### src/include/usb_dma_regs_pkg.sv
// Package with register map, field layout and reset values of the DMA control block
package usb_dma_regs_pkg;
  // ****************************************
  // Register byte offsets
  // ****************************************
  localparam logic [7:0] OFS_CORE_EOI = 8'h00;
  localparam logic [7:0] OFS_TX_CTRL = 8'h04;
  localparam logic [7:0] OFS_TX_TEARDOWN = 8'h08;
  localparam logic [7:0] OFS_DMA_EOI = 8'h0C;
  localparam logic [7:0] OFS_TX_MASKED = 8'h10;
  localparam logic [7:0] OFS_TX_RAW = 8'h14;
  localparam logic [7:0] OFS_TX_IEN_SET = 8'h18;
  localparam logic [7:0] OFS_TX_IEN_CLR = 8'h1C;
  localparam logic [7:0] OFS_RX_CTRL = 8'h20;
  localparam logic [7:0] OFS_RX_MASKED = 8'h24;
  localparam logic [7:0] OFS_RX_RAW = 8'h28;
  localparam logic [7:0] OFS_RX_IEN_SET = 8'h2C;
  localparam logic [7:0] OFS_RX_IEN_CLR = 8'h30;
  localparam logic [7:0] OFS_RX0_TALLY = 8'h34;
  localparam logic [7:0] OFS_STATUS_CLR = 8'h38;
  // ****************************************
  // Field layout and widths
  // ****************************************
  localparam int ADDR_W = 8;
  localparam int NCH = 4;
  localparam int VEC_W = 8;
  localparam int TALLY_W = 16;
  localparam int RUN_BIT = 0;
  localparam int READY_BIT = 31;
  localparam int CHAN_W = 2;
  localparam logic [1:0] RESP_OKAY = 2'b00;
  localparam logic [1:0] RESP_SLVERR = 2'b10;
  localparam logic [VEC_W-1:0] EOI_ACK_VEC = 8'h00;
  localparam logic [31:0] WORD_ZERO = 32'h0000_0000;
  localparam logic [NCH-1:0] NCH_ZERO = 4'h0;
  localparam logic [TALLY_W-1:0] TALLY_ZERO = 16'h0000;
  localparam logic [TALLY_W-1:0] TALLY_ONE = 16'h0001;
endpackage

### src/hdl/usb_dma_flag_bank.sv
// Sticky completion flags with set-over-clear and software enable set/clear
module usb_dma_flag_bank
  import usb_dma_regs_pkg::*;
(
  input wire logic i_clk,
  input wire logic i_rst_n,
  input wire logic [NCH-1:0] i_event,
  input wire logic [NCH-1:0] i_flag_clr,
  input wire logic [NCH-1:0] i_en_set,
  input wire logic [NCH-1:0] i_en_clr,
  output logic [NCH-1:0] o_raw,
  output logic [NCH-1:0] o_enable,
  output logic [NCH-1:0] o_masked
);
  logic [NCH-1:0] raw_d;
  logic [NCH-1:0] en_d;
  // Event wins over a clear in the same cycle
  assign raw_d = (o_raw & ~i_flag_clr) | i_event;
  // Set wins over clear on simultaneous writes
  assign en_d = (o_enable & ~i_en_clr) | i_en_set;
  assign o_masked = o_raw & o_enable;
  always_ff @(posedge i_clk or negedge i_rst_n) begin
    if (!i_rst_n) begin
      o_raw <= NCH_ZERO;
      o_enable <= NCH_ZERO;
    end else begin
      o_raw <= raw_d;
      o_enable <= en_d;
    end
  end
endmodule

### src/hdl/usb_dma_sync2.sv
// Two flip-flop synchroniser for a bus of level inputs
module usb_dma_sync2 #(
  parameter int W = 1
) (
  input wire logic i_clk,
  input wire logic i_rst_n,
  input wire logic [W-1:0] i_async,
  output logic [W-1:0] o_sync
);
  logic [W-1:0] meta_q;
  always_ff @(posedge i_clk or negedge i_rst_n) begin
    if (!i_rst_n) begin
      meta_q <= '0;
      o_sync <= '0;
    end else begin
      meta_q <= i_async;
      o_sync <= meta_q;
    end
  end
endmodule

### src/hdl/usb_dma_control_irq_regs.sv
// DMA control, teardown, completion status and interrupt register block
//
// Added by the designer: the AXI4-Lite interface to the registers and the placing of the registers.
module usb_dma_control_irq_regs
  import usb_dma_regs_pkg::*;
(
  input wire logic I_CLK_SYS,
  input wire logic I_RESET_N,
  input wire logic [ADDR_W-1:0] I_AWADDR,
  input wire logic I_AWVALID,
  output logic O_AWREADY,
  input wire logic [31:0] I_WDATA,
  input wire logic [3:0] I_WSTRB,
  input wire logic I_WVALID,
  output logic O_WREADY,
  output logic [1:0] O_BRESP,
  output logic O_BVALID,
  input wire logic I_BREADY,
  input wire logic [ADDR_W-1:0] I_ARADDR,
  input wire logic I_ARVALID,
  output logic O_ARREADY,
  output logic [31:0] O_RDATA,
  output logic [1:0] O_RRESP,
  output logic O_RVALID,
  input wire logic I_RREADY,
  input wire logic [NCH-1:0] I_TX_DONE,
  input wire logic [NCH-1:0] I_RX_DONE,
  input wire logic I_RX0_BUF_TAKEN,
  input wire logic I_TEARDOWN_BUSY,
  output logic O_TX_DMA_RUN,
  output logic O_RX_DMA_RUN,
  output logic O_TEARDOWN_REQ,
  output logic [CHAN_W-1:0] O_TEARDOWN_CHAN,
  output logic O_CORE_EOI,
  output logic O_DMA_EOI,
  output logic O_DMA_IRQ
);
  // ****************************************
  // Input synchronisers
  // ****************************************
  localparam int SYNC_W = 2 * NCH + 2;
  logic [SYNC_W-1:0] sync_out;
  logic [NCH-1:0] tx_done_s;
  logic [NCH-1:0] rx_done_s;
  logic rx0_taken_s;
  logic td_busy_s;
  usb_dma_sync2 #(.W(SYNC_W)) u_sync (
    .i_clk(I_CLK_SYS),
    .i_rst_n(I_RESET_N),
    .i_async({I_TEARDOWN_BUSY, I_RX0_BUF_TAKEN, I_RX_DONE, I_TX_DONE}),
    .o_sync(sync_out)
  );
  assign tx_done_s = sync_out[NCH-1:0];
  assign rx_done_s = sync_out[2*NCH-1:NCH];
  assign rx0_taken_s = sync_out[2*NCH];
  assign td_busy_s = sync_out[2*NCH+1];

  // Pulse detection on synchronised levels
  logic [SYNC_W-1:0] sync_prev_q;
  logic [NCH-1:0] tx_evt;
  logic [NCH-1:0] rx_evt;
  logic rx0_take_evt;
  always_ff @(posedge I_CLK_SYS or negedge I_RESET_N) begin
    if (!I_RESET_N) begin
      sync_prev_q <= '0;
    end else begin
      sync_prev_q <= sync_out;
    end
  end
  assign tx_evt = tx_done_s & ~sync_prev_q[NCH-1:0];
  assign rx_evt = rx_done_s & ~sync_prev_q[2*NCH-1:NCH];
  assign rx0_take_evt = rx0_taken_s & ~sync_prev_q[2*NCH];

  // ****************************************
  // AXI4-Lite write channel
  // ****************************************
  logic aw_held_q, w_held_q;
  logic [ADDR_W-1:0] awaddr_q;
  logic [31:0] wdata_q;
  logic [3:0] wstrb_q;
  logic aw_take, w_take, wr_fire, wr_hit;
  assign aw_take = I_AWVALID && O_AWREADY;
  assign w_take = I_WVALID && O_WREADY;
  assign wr_fire = aw_held_q && w_held_q && !O_BVALID;
  always_ff @(posedge I_CLK_SYS or negedge I_RESET_N) begin
    if (!I_RESET_N) begin
      aw_held_q <= 1'b0;
      w_held_q <= 1'b0;
      awaddr_q <= '0;
      wdata_q <= WORD_ZERO;
      wstrb_q <= 4'h0;
      O_AWREADY <= 1'b0;
      O_WREADY <= 1'b0;
      O_BVALID <= 1'b0;
      O_BRESP <= RESP_OKAY;
    end else begin
      O_AWREADY <= !aw_held_q && !aw_take && !O_BVALID;
      O_WREADY <= !w_held_q && !w_take && !O_BVALID;
      if (aw_take) begin
        aw_held_q <= 1'b1;
        awaddr_q <= I_AWADDR;
      end
      if (w_take) begin
        w_held_q <= 1'b1;
        wdata_q <= I_WDATA;
        wstrb_q <= I_WSTRB;
      end
      if (wr_fire) begin
        aw_held_q <= 1'b0;
        w_held_q <= 1'b0;
        O_BVALID <= 1'b1;
        O_BRESP <= wr_hit ? RESP_OKAY : RESP_SLVERR;
      end else if (O_BVALID && I_BREADY) begin
        O_BVALID <= 1'b0;
      end
    end
  end

  // ****************************************
  // Write decode
  // ****************************************
  localparam int LANE_BITS = 2;
  logic full_lanes;
  logic wr_core_eoi, wr_tx_ctrl, wr_td, wr_dma_eoi, wr_tx_set, wr_tx_clr;
  logic wr_rx_ctrl, wr_rx_set, wr_rx_clr, wr_tally, wr_stat_clr;
  logic [NCH-1:0] wnib;
  assign full_lanes = &wstrb_q;
  assign wnib = wdata_q[NCH-1:0];
  assign wr_core_eoi = wr_fire && wstrb_q[0] && awaddr_q == OFS_CORE_EOI;
  assign wr_tx_ctrl = wr_fire && wstrb_q[0] && awaddr_q == OFS_TX_CTRL;
  assign wr_td = wr_fire && wstrb_q[0] && awaddr_q == OFS_TX_TEARDOWN;
  assign wr_dma_eoi = wr_fire && wstrb_q[0] && awaddr_q == OFS_DMA_EOI;
  assign wr_tx_set = wr_fire && wstrb_q[0] && awaddr_q == OFS_TX_IEN_SET;
  assign wr_tx_clr = wr_fire && wstrb_q[0] && awaddr_q == OFS_TX_IEN_CLR;
  assign wr_rx_ctrl = wr_fire && wstrb_q[0] && awaddr_q == OFS_RX_CTRL;
  assign wr_rx_set = wr_fire && wstrb_q[0] && awaddr_q == OFS_RX_IEN_SET;
  assign wr_rx_clr = wr_fire && wstrb_q[0] && awaddr_q == OFS_RX_IEN_CLR;
  assign wr_tally = wr_fire && full_lanes && awaddr_q == OFS_RX0_TALLY;
  assign wr_stat_clr = wr_fire && wstrb_q[0] && awaddr_q == OFS_STATUS_CLR;
  assign wr_hit = (awaddr_q <= OFS_STATUS_CLR) && (awaddr_q[LANE_BITS-1:0] == '0);

  // ****************************************
  // Control, teardown and acknowledge
  // ****************************************
  logic [VEC_W-1:0] core_vec_q;
  logic [VEC_W-1:0] dma_vec_q;
  logic td_ready;
  logic td_pend_q;
  logic td_accept;
  assign td_ready = !td_pend_q && !O_TEARDOWN_REQ && !td_busy_s;
  assign td_accept = wr_td && td_ready;
  always_ff @(posedge I_CLK_SYS or negedge I_RESET_N) begin
    if (!I_RESET_N) begin
      O_TX_DMA_RUN <= 1'b0;
      O_RX_DMA_RUN <= 1'b0;
      core_vec_q <= EOI_ACK_VEC;
      dma_vec_q <= EOI_ACK_VEC;
      O_CORE_EOI <= 1'b0;
      O_DMA_EOI <= 1'b0;
      O_TEARDOWN_REQ <= 1'b0;
      O_TEARDOWN_CHAN <= '0;
      td_pend_q <= 1'b0;
    end else begin
      if (wr_tx_ctrl) O_TX_DMA_RUN <= wdata_q[RUN_BIT];
      if (wr_rx_ctrl) O_RX_DMA_RUN <= wdata_q[RUN_BIT];
      if (wr_core_eoi) core_vec_q <= wdata_q[VEC_W-1:0];
      if (wr_dma_eoi) dma_vec_q <= wdata_q[VEC_W-1:0];
      O_CORE_EOI <= wr_core_eoi && wdata_q[VEC_W-1:0] == EOI_ACK_VEC;
      O_DMA_EOI <= wr_dma_eoi && wdata_q[VEC_W-1:0] == EOI_ACK_VEC;
      O_TEARDOWN_REQ <= td_accept;
      if (td_accept) O_TEARDOWN_CHAN <= wdata_q[CHAN_W-1:0];
      if (td_accept) td_pend_q <= 1'b1;
      else if (td_busy_s) td_pend_q <= 1'b0;
    end
  end

  // ****************************************
  // Completion flags and enables
  // ****************************************
  logic [NCH-1:0] tx_raw, tx_en, tx_msk;
  logic [NCH-1:0] rx_raw, rx_en, rx_msk;
  logic [NCH-1:0] tx_fclr, rx_fclr;
  assign tx_fclr = wr_stat_clr ? wnib : NCH_ZERO;
  assign rx_fclr = wr_stat_clr ? wdata_q[2*NCH-1:NCH] : NCH_ZERO;
  usb_dma_flag_bank u_tx_bank (
    .i_clk(I_CLK_SYS),
    .i_rst_n(I_RESET_N),
    .i_event(tx_evt),
    .i_flag_clr(tx_fclr),
    .i_en_set(wr_tx_set ? wnib : NCH_ZERO),
    .i_en_clr(wr_tx_clr ? wnib : NCH_ZERO),
    .o_raw(tx_raw),
    .o_enable(tx_en),
    .o_masked(tx_msk)
  );
  usb_dma_flag_bank u_rx_bank (
    .i_clk(I_CLK_SYS),
    .i_rst_n(I_RESET_N),
    .i_event(rx_evt),
    .i_flag_clr(rx_fclr),
    .i_en_set(wr_rx_set ? wnib : NCH_ZERO),
    .i_en_clr(wr_rx_clr ? wnib : NCH_ZERO),
    .o_raw(rx_raw),
    .o_enable(rx_en),
    .o_masked(rx_msk)
  );

  // ****************************************
  // Interrupt output
  // ****************************************
  logic irq_any;
  assign irq_any = |{tx_msk, rx_msk};
  always_ff @(posedge I_CLK_SYS or negedge I_RESET_N) begin
    if (!I_RESET_N) begin
      O_DMA_IRQ <= 1'b0;
    end else begin
      // level interrupt, dropped for a cycle on acknowledge
      O_DMA_IRQ <= irq_any && !(wr_dma_eoi && wdata_q[VEC_W-1:0] == EOI_ACK_VEC);
    end
  end

  // ****************************************
  // Receive channel 0 buffer tally
  // ****************************************
  logic [TALLY_W-1:0] tally_q, tally_d, tally_add, tally_sub;
  assign tally_add = wr_tally ? wdata_q[TALLY_W-1:0] : TALLY_ZERO;
  assign tally_sub = (rx0_take_evt && tally_q != TALLY_ZERO) ? TALLY_ONE : TALLY_ZERO;
  assign tally_d = tally_q + tally_add - tally_sub;
  always_ff @(posedge I_CLK_SYS or negedge I_RESET_N) begin
    if (!I_RESET_N) begin
      tally_q <= TALLY_ZERO;
    end else begin
      tally_q <= tally_d;
    end
  end

  // ****************************************
  // AXI4-Lite read channel
  // ****************************************
  logic [31:0] rd_mux;
  logic rd_hit;
  logic ar_take;
  assign ar_take = I_ARVALID && O_ARREADY;
  always_comb begin
    rd_mux = WORD_ZERO;
    rd_hit = 1'b1;
    case (I_ARADDR)
      OFS_CORE_EOI: rd_mux[VEC_W-1:0] = core_vec_q;
      OFS_TX_CTRL: rd_mux[RUN_BIT] = O_TX_DMA_RUN;
      OFS_TX_TEARDOWN: begin
        rd_mux[READY_BIT] = td_ready;
        rd_mux[CHAN_W-1:0] = O_TEARDOWN_CHAN;
      end
      OFS_DMA_EOI: rd_mux[VEC_W-1:0] = dma_vec_q;
      OFS_TX_MASKED: rd_mux[NCH-1:0] = tx_msk;
      OFS_TX_RAW: rd_mux[NCH-1:0] = tx_raw;
      OFS_TX_IEN_SET: rd_mux[NCH-1:0] = tx_en;
      OFS_TX_IEN_CLR: rd_mux[NCH-1:0] = tx_en;
      OFS_RX_CTRL: rd_mux[RUN_BIT] = O_RX_DMA_RUN;
      OFS_RX_MASKED: rd_mux[NCH-1:0] = rx_msk;
      OFS_RX_RAW: rd_mux[NCH-1:0] = rx_raw;
      OFS_RX_IEN_SET: rd_mux[NCH-1:0] = rx_en;
      OFS_RX_IEN_CLR: rd_mux[NCH-1:0] = rx_en;
      OFS_RX0_TALLY: rd_mux[TALLY_W-1:0] = tally_q;
      OFS_STATUS_CLR: rd_mux = WORD_ZERO;
      default: rd_hit = 1'b0;
    endcase
  end
  always_ff @(posedge I_CLK_SYS or negedge I_RESET_N) begin
    if (!I_RESET_N) begin
      O_ARREADY <= 1'b0;
      O_RVALID <= 1'b0;
      O_RDATA <= WORD_ZERO;
      O_RRESP <= RESP_OKAY;
    end else begin
      O_ARREADY <= !O_RVALID && !ar_take;
      if (ar_take) begin
        O_RVALID <= 1'b1;
        O_RDATA <= rd_mux;
        O_RRESP <= rd_hit ? RESP_OKAY : RESP_SLVERR;
      end else if (O_RVALID && I_RREADY) begin
        O_RVALID <= 1'b0;
      end
    end
  end
endmodule

### config.mk
export PLATFORM = sky130hd
export DESIGN_NAME = usb_dma_control_irq_regs
export DESIGN_NICKNAME = d
export VERILOG_FILES = /design/src/include/usb_dma_regs_pkg.sv /design/src/hdl/usb_dma_flag_bank.sv /design/src/hdl/usb_dma_sync2.sv /design/src/hdl/usb_dma_control_irq_regs.sv
export SDC_FILE = /design/constraint.sdc
export NUM_CORES = 1
export LEC_CHECK = 0
export ABC_CLOCK_PERIOD_IN_PS = 3700
export BUFFER_PORTS_ARGS = -buffer_cell sky130_fd_sc_hd__buf_2
export CORE_MARGIN = 8
export CORE_UTILIZATION = 40
export CTS_CLUSTER_DIAMETER = 60
export DETAILED_ROUTE_END_ITERATION = 8
export GPL_ROUTABILITY_DRIVEN = 0
export SETUP_SLACK_MARGIN = 0.05
export SLEW_MARGIN = 40
export SYNTH_ARGS = -nofsm -noshare
export SYNTH_HDL_FRONTEND = slang
export SYNTH_SLANG_ARGS = --single-unit
### constraint.sdc
create_clock -name I_CLK_SYS -period 3.7 [get_ports I_CLK_SYS]
set_input_delay 0.925 -clock I_CLK_SYS [delete_from_list [all_inputs] [get_ports I_CLK_SYS]]
set_output_delay 0.925 -clock I_CLK_SYS [all_outputs]
set_load 0.005 [all_outputs]
==> results.json, run 1 <==
{
  "pin_count_of_the_biggest_net_entering_global_routing": 77,
  "power.density_cell_area_nw_per_um2": 752,
  "tritoncts": "yes",
  "leakagePower_nw": 3.86,
  "r2r_slack_ns": 0.20,
  "syn_avg_cell_area_sq_um": 10.6,
  "rsz0062_at_grt": "false",
  "pre_antenna_drt_iters": 5,
  "finished_core_util": 0.486,
  "cap_violations": 0,
  "power.ir.vdd_worst_mv": 0.293,
  "layout_cell_share_with_drive_strength_beyond_1": 0.255,
  "final_max_slew_viol_count": 0,
  "worst_setup_path_start_kind": "flip-flop",
  "synth_top_cells_by_area": "sky130_fd_sc_hd__dfrtp_1, sky130_fd_sc_hd__mux2_2, sky130_fd_sc_hd__ha_1, sky130_fd_sc_hd__nand2_1, sky130_fd_sc_hd__inv_1",
  "crit-reg2reg-launch": "O_BVALID",
  "outcome": "finished clean",
  "ys_dominant_reg_cell": "sky130_fd_sc_hd__dfrtp_1",
  "nets": 828,
  "top_cell_types_by_occurrence_after_synthesis": "sky130_fd_sc_hd__dfrtp_1, sky130_fd_sc_hd__nand2_1, sky130_fd_sc_hd__inv_1, sky130_fd_sc_hd__mux2_2, sky130_fd_sc_hd__o21ai_0",
  "worstPathCellList": "and3b_1, nand3_4, nor4_4, buf_4, buf_4, nand2_1, ha_1, inv_1, ha_1, a211oi_1, o221ai_1, a21boi_0, o311ai_1, a21oi_1, xnor2_1",
  "grt_first_pass_wirelength_mm": 26.0,
  "routedWlPerCell_um": 16.3,
  "worst_skew_pair.late_latency_ns": 0.43,
  "synth_cell_types": 62,
  "place.port_buffers": 84,
  "antenna_left": 0,
  "starting_density": 0.407,
  "cts.root.buffer_cell": "sky130_fd_sc_hd__clkbuf_16",
  "critical_path_required_ns": 4.05,
  "timing.critical_path.fanout_max": 7,
  "synth_largest_area_cell": "sky130_fd_sc_hd__dfrtp_1",
  "synthDominantCellAreaShare": 0.522,
  "seq_area_frac_synth": 0.522,
  "path_buf_inv": 3,
  "worstSetupEndpointType": "flip-flop",
  "worst_slew_margin_rel": 0.438,
  "hold_end": "u_sync.o_sync[3]",
  "grt.total_usage": 0.154,
  "synthArstFlopShare": 1.00,
  "max_clock_freq_ghz": 0.286,
  "cts_max_path_buffers": 2,
  "worstReg2RegEnd": "tally_q[15]",
  "die_width_um": 145,
  "area_growth_syn_to_layout_pct": 19.3,
  "timing.clock.skew_ns": 0.00841,
  "synth_enable_flop_cells": 0,
  "mappedNetlistArea_sq_um": 6710,
  "vias_per_cell": 5.10,
  "synthCells": 632,
  "timing.hold.worst.class": "flip-flop to flip-flop",
  "drt_iter0_markers": 256,
  "remaining_drc_errors": 0,
  "critical-path-max-stage-delay_ns": 0.42,
  "number_of_diodes": 0,
  "via_count": 4902,
  "detailed_place_hpwl_mm": 11.6,
  "clk_slew_on_worst_s_h_paths_ns": 0.06,
  "core-area_sq_um": 16500,
  "placementRows": 47,
  "hold_sp": "u_sync.meta_q[3]",
  "filler_cell_count": 1545,
  "slowest_stage": "sky130_fd_sc_hd__a21boi_0",
  "worstPathArrival_ns": 3.85,
  "io_pins": 118,
  "grt.overflow.total": 0,
  "timing_hold_violations_final": 0,
  "clkSinkCount": 140,
  "number_of_global_route_vias_before_repair": 4984,
  "yosysMostFrequentCell": "sky130_fd_sc_hd__dfrtp_1",
  "max_slew.worst_pin.slew_ns": 0.831,
  "cts_buffers": 17,
  "cts_max_level": 4,
  "fin_crit_ns": 3.50,
  "yosysWarningCount": 0,
  "final_min_period_over_clock_period": 0.946,
  "die_height_um": 145,
  "worstSetupStartpoint": "O_BVALID",
  "synth_seq_cells": 140,
  "grt_antenna_before_repair": 0,
  "crit_path_leading_delay_family": "compound AO/OA/AOI/OAI gates",
  "wl_mm": 15.6,
  "die_area_sq_um": 21200,
  "r2r.worst_path.cells": 15,
  "post_route_setup_tns_ns": 0,
  "critPathKind": "flip-flop to flip-flop",
  "final_number_of_setup_violating_endpoints": 0,
  "worst_hold_path_stage_count": 0
}
## power breakdown
group	internal [mW]	switching (mW)
Combinational	0.948	1.05
Sequential	1.89	0.364
Clock	1.07	0.692
## cells by family after synthesis
kind of cell	after synthesis	share of synthesized area
other	1	0.000559
DFF	140	0.522
and+or+nand+nor	178	0.133
buffers and inverters	101	0.0671
adders and majority gates	31	0.0589
xor gates and xnor gates	13	0.0181
AOI/OAI and AO/OA	117	0.115
muxes	51	0.0852
## layout make-up
| type | count | area, sq um | area share |
|---|---|---|---|
| repair buffers | 98 | 544 | 0.0680 |
| multi-input cells | 407 | 2830 | 0.353 |
| clock inverters | 14 | 185 | 0.0231 |
| flip-flops and latches | 140 | 3500 | 0.438 |
| inverters | 64 | 240 | 0.0300 |
| clock buffers | 18 | 429 | 0.0536 |
| well taps | 220 | 275 | 0.0344 |
## cell usage in the layout, fill, tap and decap left out, types with 9 or more instances in the layout
cell type	n
sky130_fd_sc_hd__inv_1	64
sky130_fd_sc_hd__ha_1	30
sky130_fd_sc_hd__nor2_1	21
sky130_fd_sc_hd__mux2_2	49
sky130_fd_sc_hd__clkbuf_16	17
sky130_fd_sc_hd__nor4_1	11
sky130_fd_sc_hd__xnor2_1	9
sky130_fd_sc_hd__nor2b_1	14
sky130_fd_sc_hd__buf_2	83
sky130_fd_sc_hd__o21ai_0	37
sky130_fd_sc_hd__buf_4	13
sky130_fd_sc_hd__nand2_1	85
sky130_fd_sc_hd__conb_1	17
sky130_fd_sc_hd__dfrtp_1	140
sky130_fd_sc_hd__a21oi_1	23
sky130_fd_sc_hd__a22o_1	11
## per-layer routing
metal | track usage | routed length [um]
met2 | 0.237 | 7100
met5 | 0 | 0
met4 | 0.0599 | 279
met1 | 0.200 | 7280
met3 | 0.0485 | 971
## flip-flops by register name, summed over array words and instances (netlist names), 2 cells and up
signal and flops:
tally_q 16, u_tx_bank.o_raw 4, O_TEARDOWN_CHAN 2, core_vec_q 8, u_rx_bank.o_enable 4, wdata_q 16, u_sync.o_sync 10, O_RDATA 17
sync_prev_q 9, u_tx_bank.o_enable 4, wstrb_q 4, awaddr_q 8, dma_vec_q 8, u_rx_bank.o_raw 4, u_sync.meta_q 10
## per-stage QoR
step	hold WS, ns	cell area [sq um]	power (mW)	std cells	setup slack [ns]
global route	0.354	8000	6.44	961	0.0937
CTS	0.350	7990	6.06	960	0.105
floorplan	0.331	6770	3.68	648	0.128
detailed placement	0.335	7370	4.27	928	0.0630
global placement	0.333	7370	4.18	928	0.0970
finish	0.348	8000	6.02	961	0.200
## worst max-delay path by stage
stage	to	slack, ns	cells past startpoint
after CTS	tally_q[15]	0.11	14
after floorplan	tally_q[14]	0.13	17
after global routing	tally_q[15]	0.09	15
final	tally_q[15]	0.20	15
after global placement	tally_q[15]	0.1	14
after detailed placement	tally_q[15]	0.06	14
## repair_timing
action                     in CTS  in global routing
setup buffers                   0                  1
pin swaps                       1                  1
setup endpoints to repair       3                  6
gates resized for setup         0                  3
hold buffers                    0                  0
(Power assumes the default switching activity.)
==> inputs of run 2 (changes only) <==
- RECOVER_POWER: default -> 50
==> run 2 against run 1 <==
The flow now finishes with violations (max-capacitance violations, max-slew violations). Total power down 0.15%. Highest routed layer unchanged. Sequential share of layout area up 0.18 points. Fmax up 1.7%. Design area down 0.41%.
==> results.json, run 2 (synthesized netlist as in run 1, its figures left out) <==
{
  "outcome": "finished, violations left",
  "violations": "max-capacitance violations, max-slew violations",
  "cts_max_level": 4,
  "critPathKind": "flip-flop to flip-flop",
  "via_count": 4900,
  "antenna_left": 0,
  "hold_fix_buffers_at_cts": 0,
  "starting_density": 0.407,
  "path_buf_inv": 3,
  "rsz0062_at_grt": "false",
  "drt_iter0_markers": 293,
  "worstPathCellList": "and3b_1, nand3_4, nor4_4, buf_4, buf_4, nand2_1, ha_1, inv_1, ha_1, a211oi_1, o221ai_1, a21boi_0, o311ai_1, a21oi_1, xnor2_1",
  "critical_path_required_ns": 4.05,
  "clk_slew_on_worst_s_h_paths_ns": 0.06,
  "slowest_stage": "sky130_fd_sc_hd__a21boi_0",
  "die_area_sq_um": 21200,
  "vias_per_cell": 5.10,
  "cts_max_path_buffers": 2,
  "detailed_place_hpwl_mm": 11.6,
  "reg.largest.list": "O_RDATA (17), tally_q (16), wdata_q (16)",
  "grt_met1_use": 0.200,
  "final_min_period_over_clock_period": 0.930,
  "grt.total_usage": 0.154,
  "finalPower_mw": 6.01,
  "hold_sp": "u_sync.meta_q[3]",
  "grt_first_pass_wirelength_mm": 26.0,
  "worst_slack_ns": 0.258,
  "placementRows": 47,
  "cap_violations": 1,
  "timing.critical_path.fanout_max": 7,
  "die_width_um": 145,
  "worstSetupStartpoint": "O_BVALID",
  "cts_buffers": 17,
  "layout_cell_share_with_drive_strength_beyond_1": 0.247,
  "worst_slew_margin_rel": -0.0794,
  "timing_hold_violations_final": 0,
  "worstSetupEndpointType": "flip-flop",
  "routedWlPerCell_um": 16.2,
  "most-common-layout-cells": "sky130_fd_sc_hd__dfrtp_1, sky130_fd_sc_hd__nand2_1, sky130_fd_sc_hd__buf_2",
  "clkSinkCount": 140,
  "place.port_buffers": 84,
  "timing.hold.worst.class": "flip-flop to flip-flop",
  "final_max_slew_viol_count": 66,
  "placed_cells_incl_taps": 928,
  "post_route_cell_area_sq_um": 7970,
  "worst_setup_path_start_kind": "flip-flop",
  "critical-path-max-stage-delay_ns": 0.42,
  "r2r_slack_ns": 0.26,
  "grt.met3_usage": 0.0485,
  "place_ws_ns": 0.0630,
  "final-instance-count-excl-fill": 961,
  "leakagePower_nw": 3.83,
  "power.density_cell_area_nw_per_um2": 754,
  "max_slew.worst_pin.slew_ns": 1.62,
  "global_route.peak_usage_layer": "met2",
  "area_growth_syn_to_layout_pct": 18.8,
  "number_of_diodes": 0,
  "final_number_of_setup_violating_endpoints": 0,
  "pre_antenna_drt_iters": 7,
  "filler_cell_count": 1553,
  "gr_util_met2": 0.237,
  "number_of_global_route_vias_before_repair": 4984,
  "core-area_sq_um": 16500,
  "pin_count_of_the_biggest_net_entering_global_routing": 77,
  "timing.clock.skew_ns": 0.00842,
  "remaining_drc_errors": 0,
  "worstPathArrival_ns": 3.79,
  "post_dp_cell_area_sq_um": 7370,
  "finished_core_util": 0.484,
  "grt_antenna_before_repair": 0,
  "largest_register_ffs": 17,
  "power.ir.vdd_worst_mv": 0.293,
  "io_pins": 118,
  "grt.overflow.total": 0,
  "most_frequent_standard_cell_in_the_layout_excluding_fill_and_tap_cells": "sky130_fd_sc_hd__dfrtp_1",
  "nets": 828,
  "post_route_setup_tns_ns": 0,
  "fin_crit_ns": 3.44,
  "max_clock_freq_ghz": 0.291,
  "crit_path_leading_delay_family": "compound AO/OA/AOI/OAI gates",
  "largest_register": "O_RDATA",
  "tritoncts": "yes",
  "wl_mm": 15.6,
  "worst_skew_pair.late_latency_ns": 0.43,
  "die_height_um": 145,
  "timing.hold.ws_ns": 0.348,
  "crit-reg2reg-launch": "O_BVALID",
  "cts.root.buffer_cell": "sky130_fd_sc_hd__clkbuf_16"
}
[run 2: cell types whose count changed in the layout (fill, tap and decap cells not counted), sizes merged]
| cell | before | now |
|---|---|---|
| buf | 98 | 91 |
| clkbuf | 18 | 25 |
[run 2: report_power, final]
part	total, mW	internal, mW	switching, mW
Clock	1.77	1.07	0.692
Combinational	1.99	0.941	1.05
Sequential	2.25	1.89	0.365
[run 2: final timing paths]
path,end,depth (start not counted)
setup / recovery,tally_q[15],15
hold / removal,u_sync.o_sync[3],0
setup reg to reg,tally_q[15],15
hold reg to reg,u_sync.o_sync[3],0
max in group asynchronous,wdata_q[9],2
min in group asynchronous,O_RRESP[1],1
[run 2: metal layers]
| layer | up-vias | wire length [um] |
|---|---|---|
| li1 | 2357 | - |
| met1 | 2380 | 7230 |
| met2 | 143 | 7170 |
| met3 | 20 | 935 |
| met4 | 0 | 275 |
| met5 | - | 0 |
[run 2: what timing repair did]
action,CTS,global route
endpoints found under the setup margin,3,6
pin swaps,1,1
buffers inserted,0,1
gates resized for setup,0,3
[run 2: area by class of cell]
class	count	area, sq um	share of cell area
clock buffer	18	429	0.0538
clock inverter	14	185	0.0232
inverter	64	240	0.0301
multi-input combinational	407	2820	0.354
sequential	140	3500	0.440
tap	220	275	0.0345
timing repair buffer	98	514	0.0645
==> inputs of run 3 (changes only) <==
- CORE_UTILIZATION: 40 -> 43
- GPL_ROUTABILITY_DRIVEN: 0 -> 1
- PLACE_DENSITY: default -> 0.66
==> run 3 against run 2 <==
The flow still finishes with violations (max-capacitance violations, max-slew violations). Clock-buffer cell count unchanged. First-iteration DRC count down 15%. Sequential power hardly changed. Cell count shrank 3.3%. Critical path type unchanged. Largest power group unchanged.
==> results.json, run 3 (synthesized netlist as in run 1, its figures left out) <==
{
  "post_dp_cell_area_sq_um": 7330,
  "largest_register": "O_RDATA",
  "final_number_of_setup_violating_endpoints": 0,
  "cts_buffers": 17,
  "pin_count_of_the_biggest_net_entering_global_routing": 80,
  "layout_cell_share_with_drive_strength_beyond_1": 0.250,
  "reg.largest.list": "O_RDATA (17), tally_q (16), wdata_q (16)",
  "vias_per_cell": 5.34,
  "area_growth_syn_to_layout_pct": 17.8,
  "crit-reg2reg-launch": "O_BVALID",
  "starting_density": 0.441,
  "final_max_slew_viol_count": 80,
  "finished_core_util": 0.520,
  "violations": "max-capacitance violations, max-slew violations",
  "wl_mm": 15.7,
  "power.density_cell_area_nw_per_um2": 752,
  "placementRows": 45,
  "post_route_cell_area_sq_um": 7900,
  "core-area_sq_um": 15200,
  "worst_slew_margin_rel": -0.304,
  "drt_iter0_markers": 250,
  "outcome": "finished, violations left",
  "final_min_period_over_clock_period": 0.944,
  "timing.hold.ws_ns": 0.342,
  "rsz0062_at_grt": "false",
  "die_area_sq_um": 19900,
  "clkSinkCount": 140,
  "worstSetupStartpoint": "O_BVALID",
  "power.ir.vdd_worst_mv": 0.372,
  "most_frequent_standard_cell_in_the_layout_excluding_fill_and_tap_cells": "sky130_fd_sc_hd__dfrtp_1",
  "routedWlPerCell_um": 16.9,
  "worstSetupEndpointType": "flip-flop",
  "clk_slew_on_worst_s_h_paths_ns": 0.06,
  "die_height_um": 141,
  "hold_sp": "u_sync.meta_q[8]",
  "grt_first_pass_wirelength_mm": 26.3,
  "filler_cell_count": 1399,
  "tritoncts": "yes",
  "timing.clock.skew_ns": 0.00712,
  "grt.total_usage": 0.166,
  "pre_antenna_drt_iters": 5,
  "place_ws_ns": -0.00283,
  "number_of_diodes": 0,
  "most-common-layout-cells": "sky130_fd_sc_hd__dfrtp_1, sky130_fd_sc_hd__nand2_1, sky130_fd_sc_hd__buf_2",
  "cts_max_path_buffers": 2,
  "die_width_um": 141,
  "remaining_drc_errors": 0,
  "via_count": 4958,
  "cap_violations": 1,
  "cts.root.buffer_cell": "sky130_fd_sc_hd__clkbuf_16",
  "timing.critical_path.fanout_max": 6,
  "globalplace.congestion": 0.873,
  "largest_register_ffs": 17,
  "leakagePower_nw": 3.83,
  "critPathKind": "flip-flop to flip-flop",
  "io_pins": 118,
  "place.port_buffers": 84,
  "detailed_place_hpwl_mm": 11.7,
  "hold_fix_buffers_at_cts": 0,
  "grt_antenna_before_repair": 0,
  "critical_path_required_ns": 4.04,
  "number_of_global_route_vias_before_repair": 5129,
  "worst_setup_path_start_kind": "flip-flop",
  "max_slew.worst_pin.slew_ns": 1.96,
  "worstPathArrival_ns": 3.83,
  "timing.hold.worst.class": "flip-flop to flip-flop",
  "cts_max_level": 4,
  "finalPower_mw": 5.94,
  "nets": 829,
  "worst_skew_pair.late_latency_ns": 0.42,
  "worst_slack_ns": 0.207,
  "antenna_left": 0,
  "timing_hold_violations_final": 0,
  "fin_crit_ns": 3.49,
  "max_clock_freq_ghz": 0.286,
  "grt.overflow.total": 0
}
-- run 3: layout make-up --
type                       instances  area [sq um]  area share
timing repair buffer              99           523      0.0662
sequential                       140          3500       0.443
clock buffer                      18           439      0.0556
inverter                          64           240      0.0304
multi-input combinational        407          2820       0.357
clock inverter                    13           140      0.0177
tap                              188           235      0.0298
-- run 3: worst paths after layout --
check,slack [ns],depth (start not counted),endpoint
worst min register to register,0.34,0,u_sync.o_sync[8]
max in group asynchronous,0.79,2,wdata_q[8]
worst min-delay path,0.34,0,u_sync.o_sync[8]
worst max register to register,0.21,15,tally_q[14]
worst max-delay path,0.21,15,tally_q[14]
min in group asynchronous,1.05,1,O_RRESP[1]
-- run 3: per-stage QoR --
stage | TNS [ns] | cells
after floorplan | 0 | 648
after global placement | 0 | 896
after detailed placement | -0.00283 | 896
after CTS | 0 | 927
after global routing | 0 | 929
final | 0 | 929
-- run 3: critical path: stages, from the launching register on --
cell                       delay [ns]
sky130_fd_sc_hd__dfrtp_1         0.38
sky130_fd_sc_hd__and3b_1         0.28
sky130_fd_sc_hd__nand3_4         0.10
sky130_fd_sc_hd__nor4_4          0.20
sky130_fd_sc_hd__buf_4           0.19
sky130_fd_sc_hd__buf_4           0.12
sky130_fd_sc_hd__nand2_1         0.05
sky130_fd_sc_hd__ha_1            0.29
sky130_fd_sc_hd__inv_1           0.04
sky130_fd_sc_hd__ha_1            0.34
sky130_fd_sc_hd__nor2b_1         0.15
sky130_fd_sc_hd__o21ai_0         0.24
sky130_fd_sc_hd__a21oi_1         0.16
sky130_fd_sc_hd__o2111a_1        0.29
sky130_fd_sc_hd__or4_1           0.50
sky130_fd_sc_hd__o211ai_1        0.10
-- run 3: power by group --
group	total, mW	switching, mW	internal (mW)
registers	2.26	0.371	1.89
logic	2.03	1.08	0.946
clock network	1.65	0.644	1.01
-- run 3: what timing repair did --
item,4_1_cts,5_1_grt
setup buffers,0,2
pin swaps,1,1
hold endpoints to repair,0,0
gates resized for setup,0,2
endpoints found under the setup margin,1,8
-- run 3: routing by layer --
| metal | track usage | wire, um | up-vias |
|---|---|---|---|
| li1 | - | - | 2360 |
| met1 | 0.217 | 7310 | 2437 |
| met2 | 0.262 | 7290 | 142 |
| met3 | 0.0476 | 931 | 19 |
| met4 | 0.0515 | 160 | 0 |
| met5 | 0 | 0 | - |
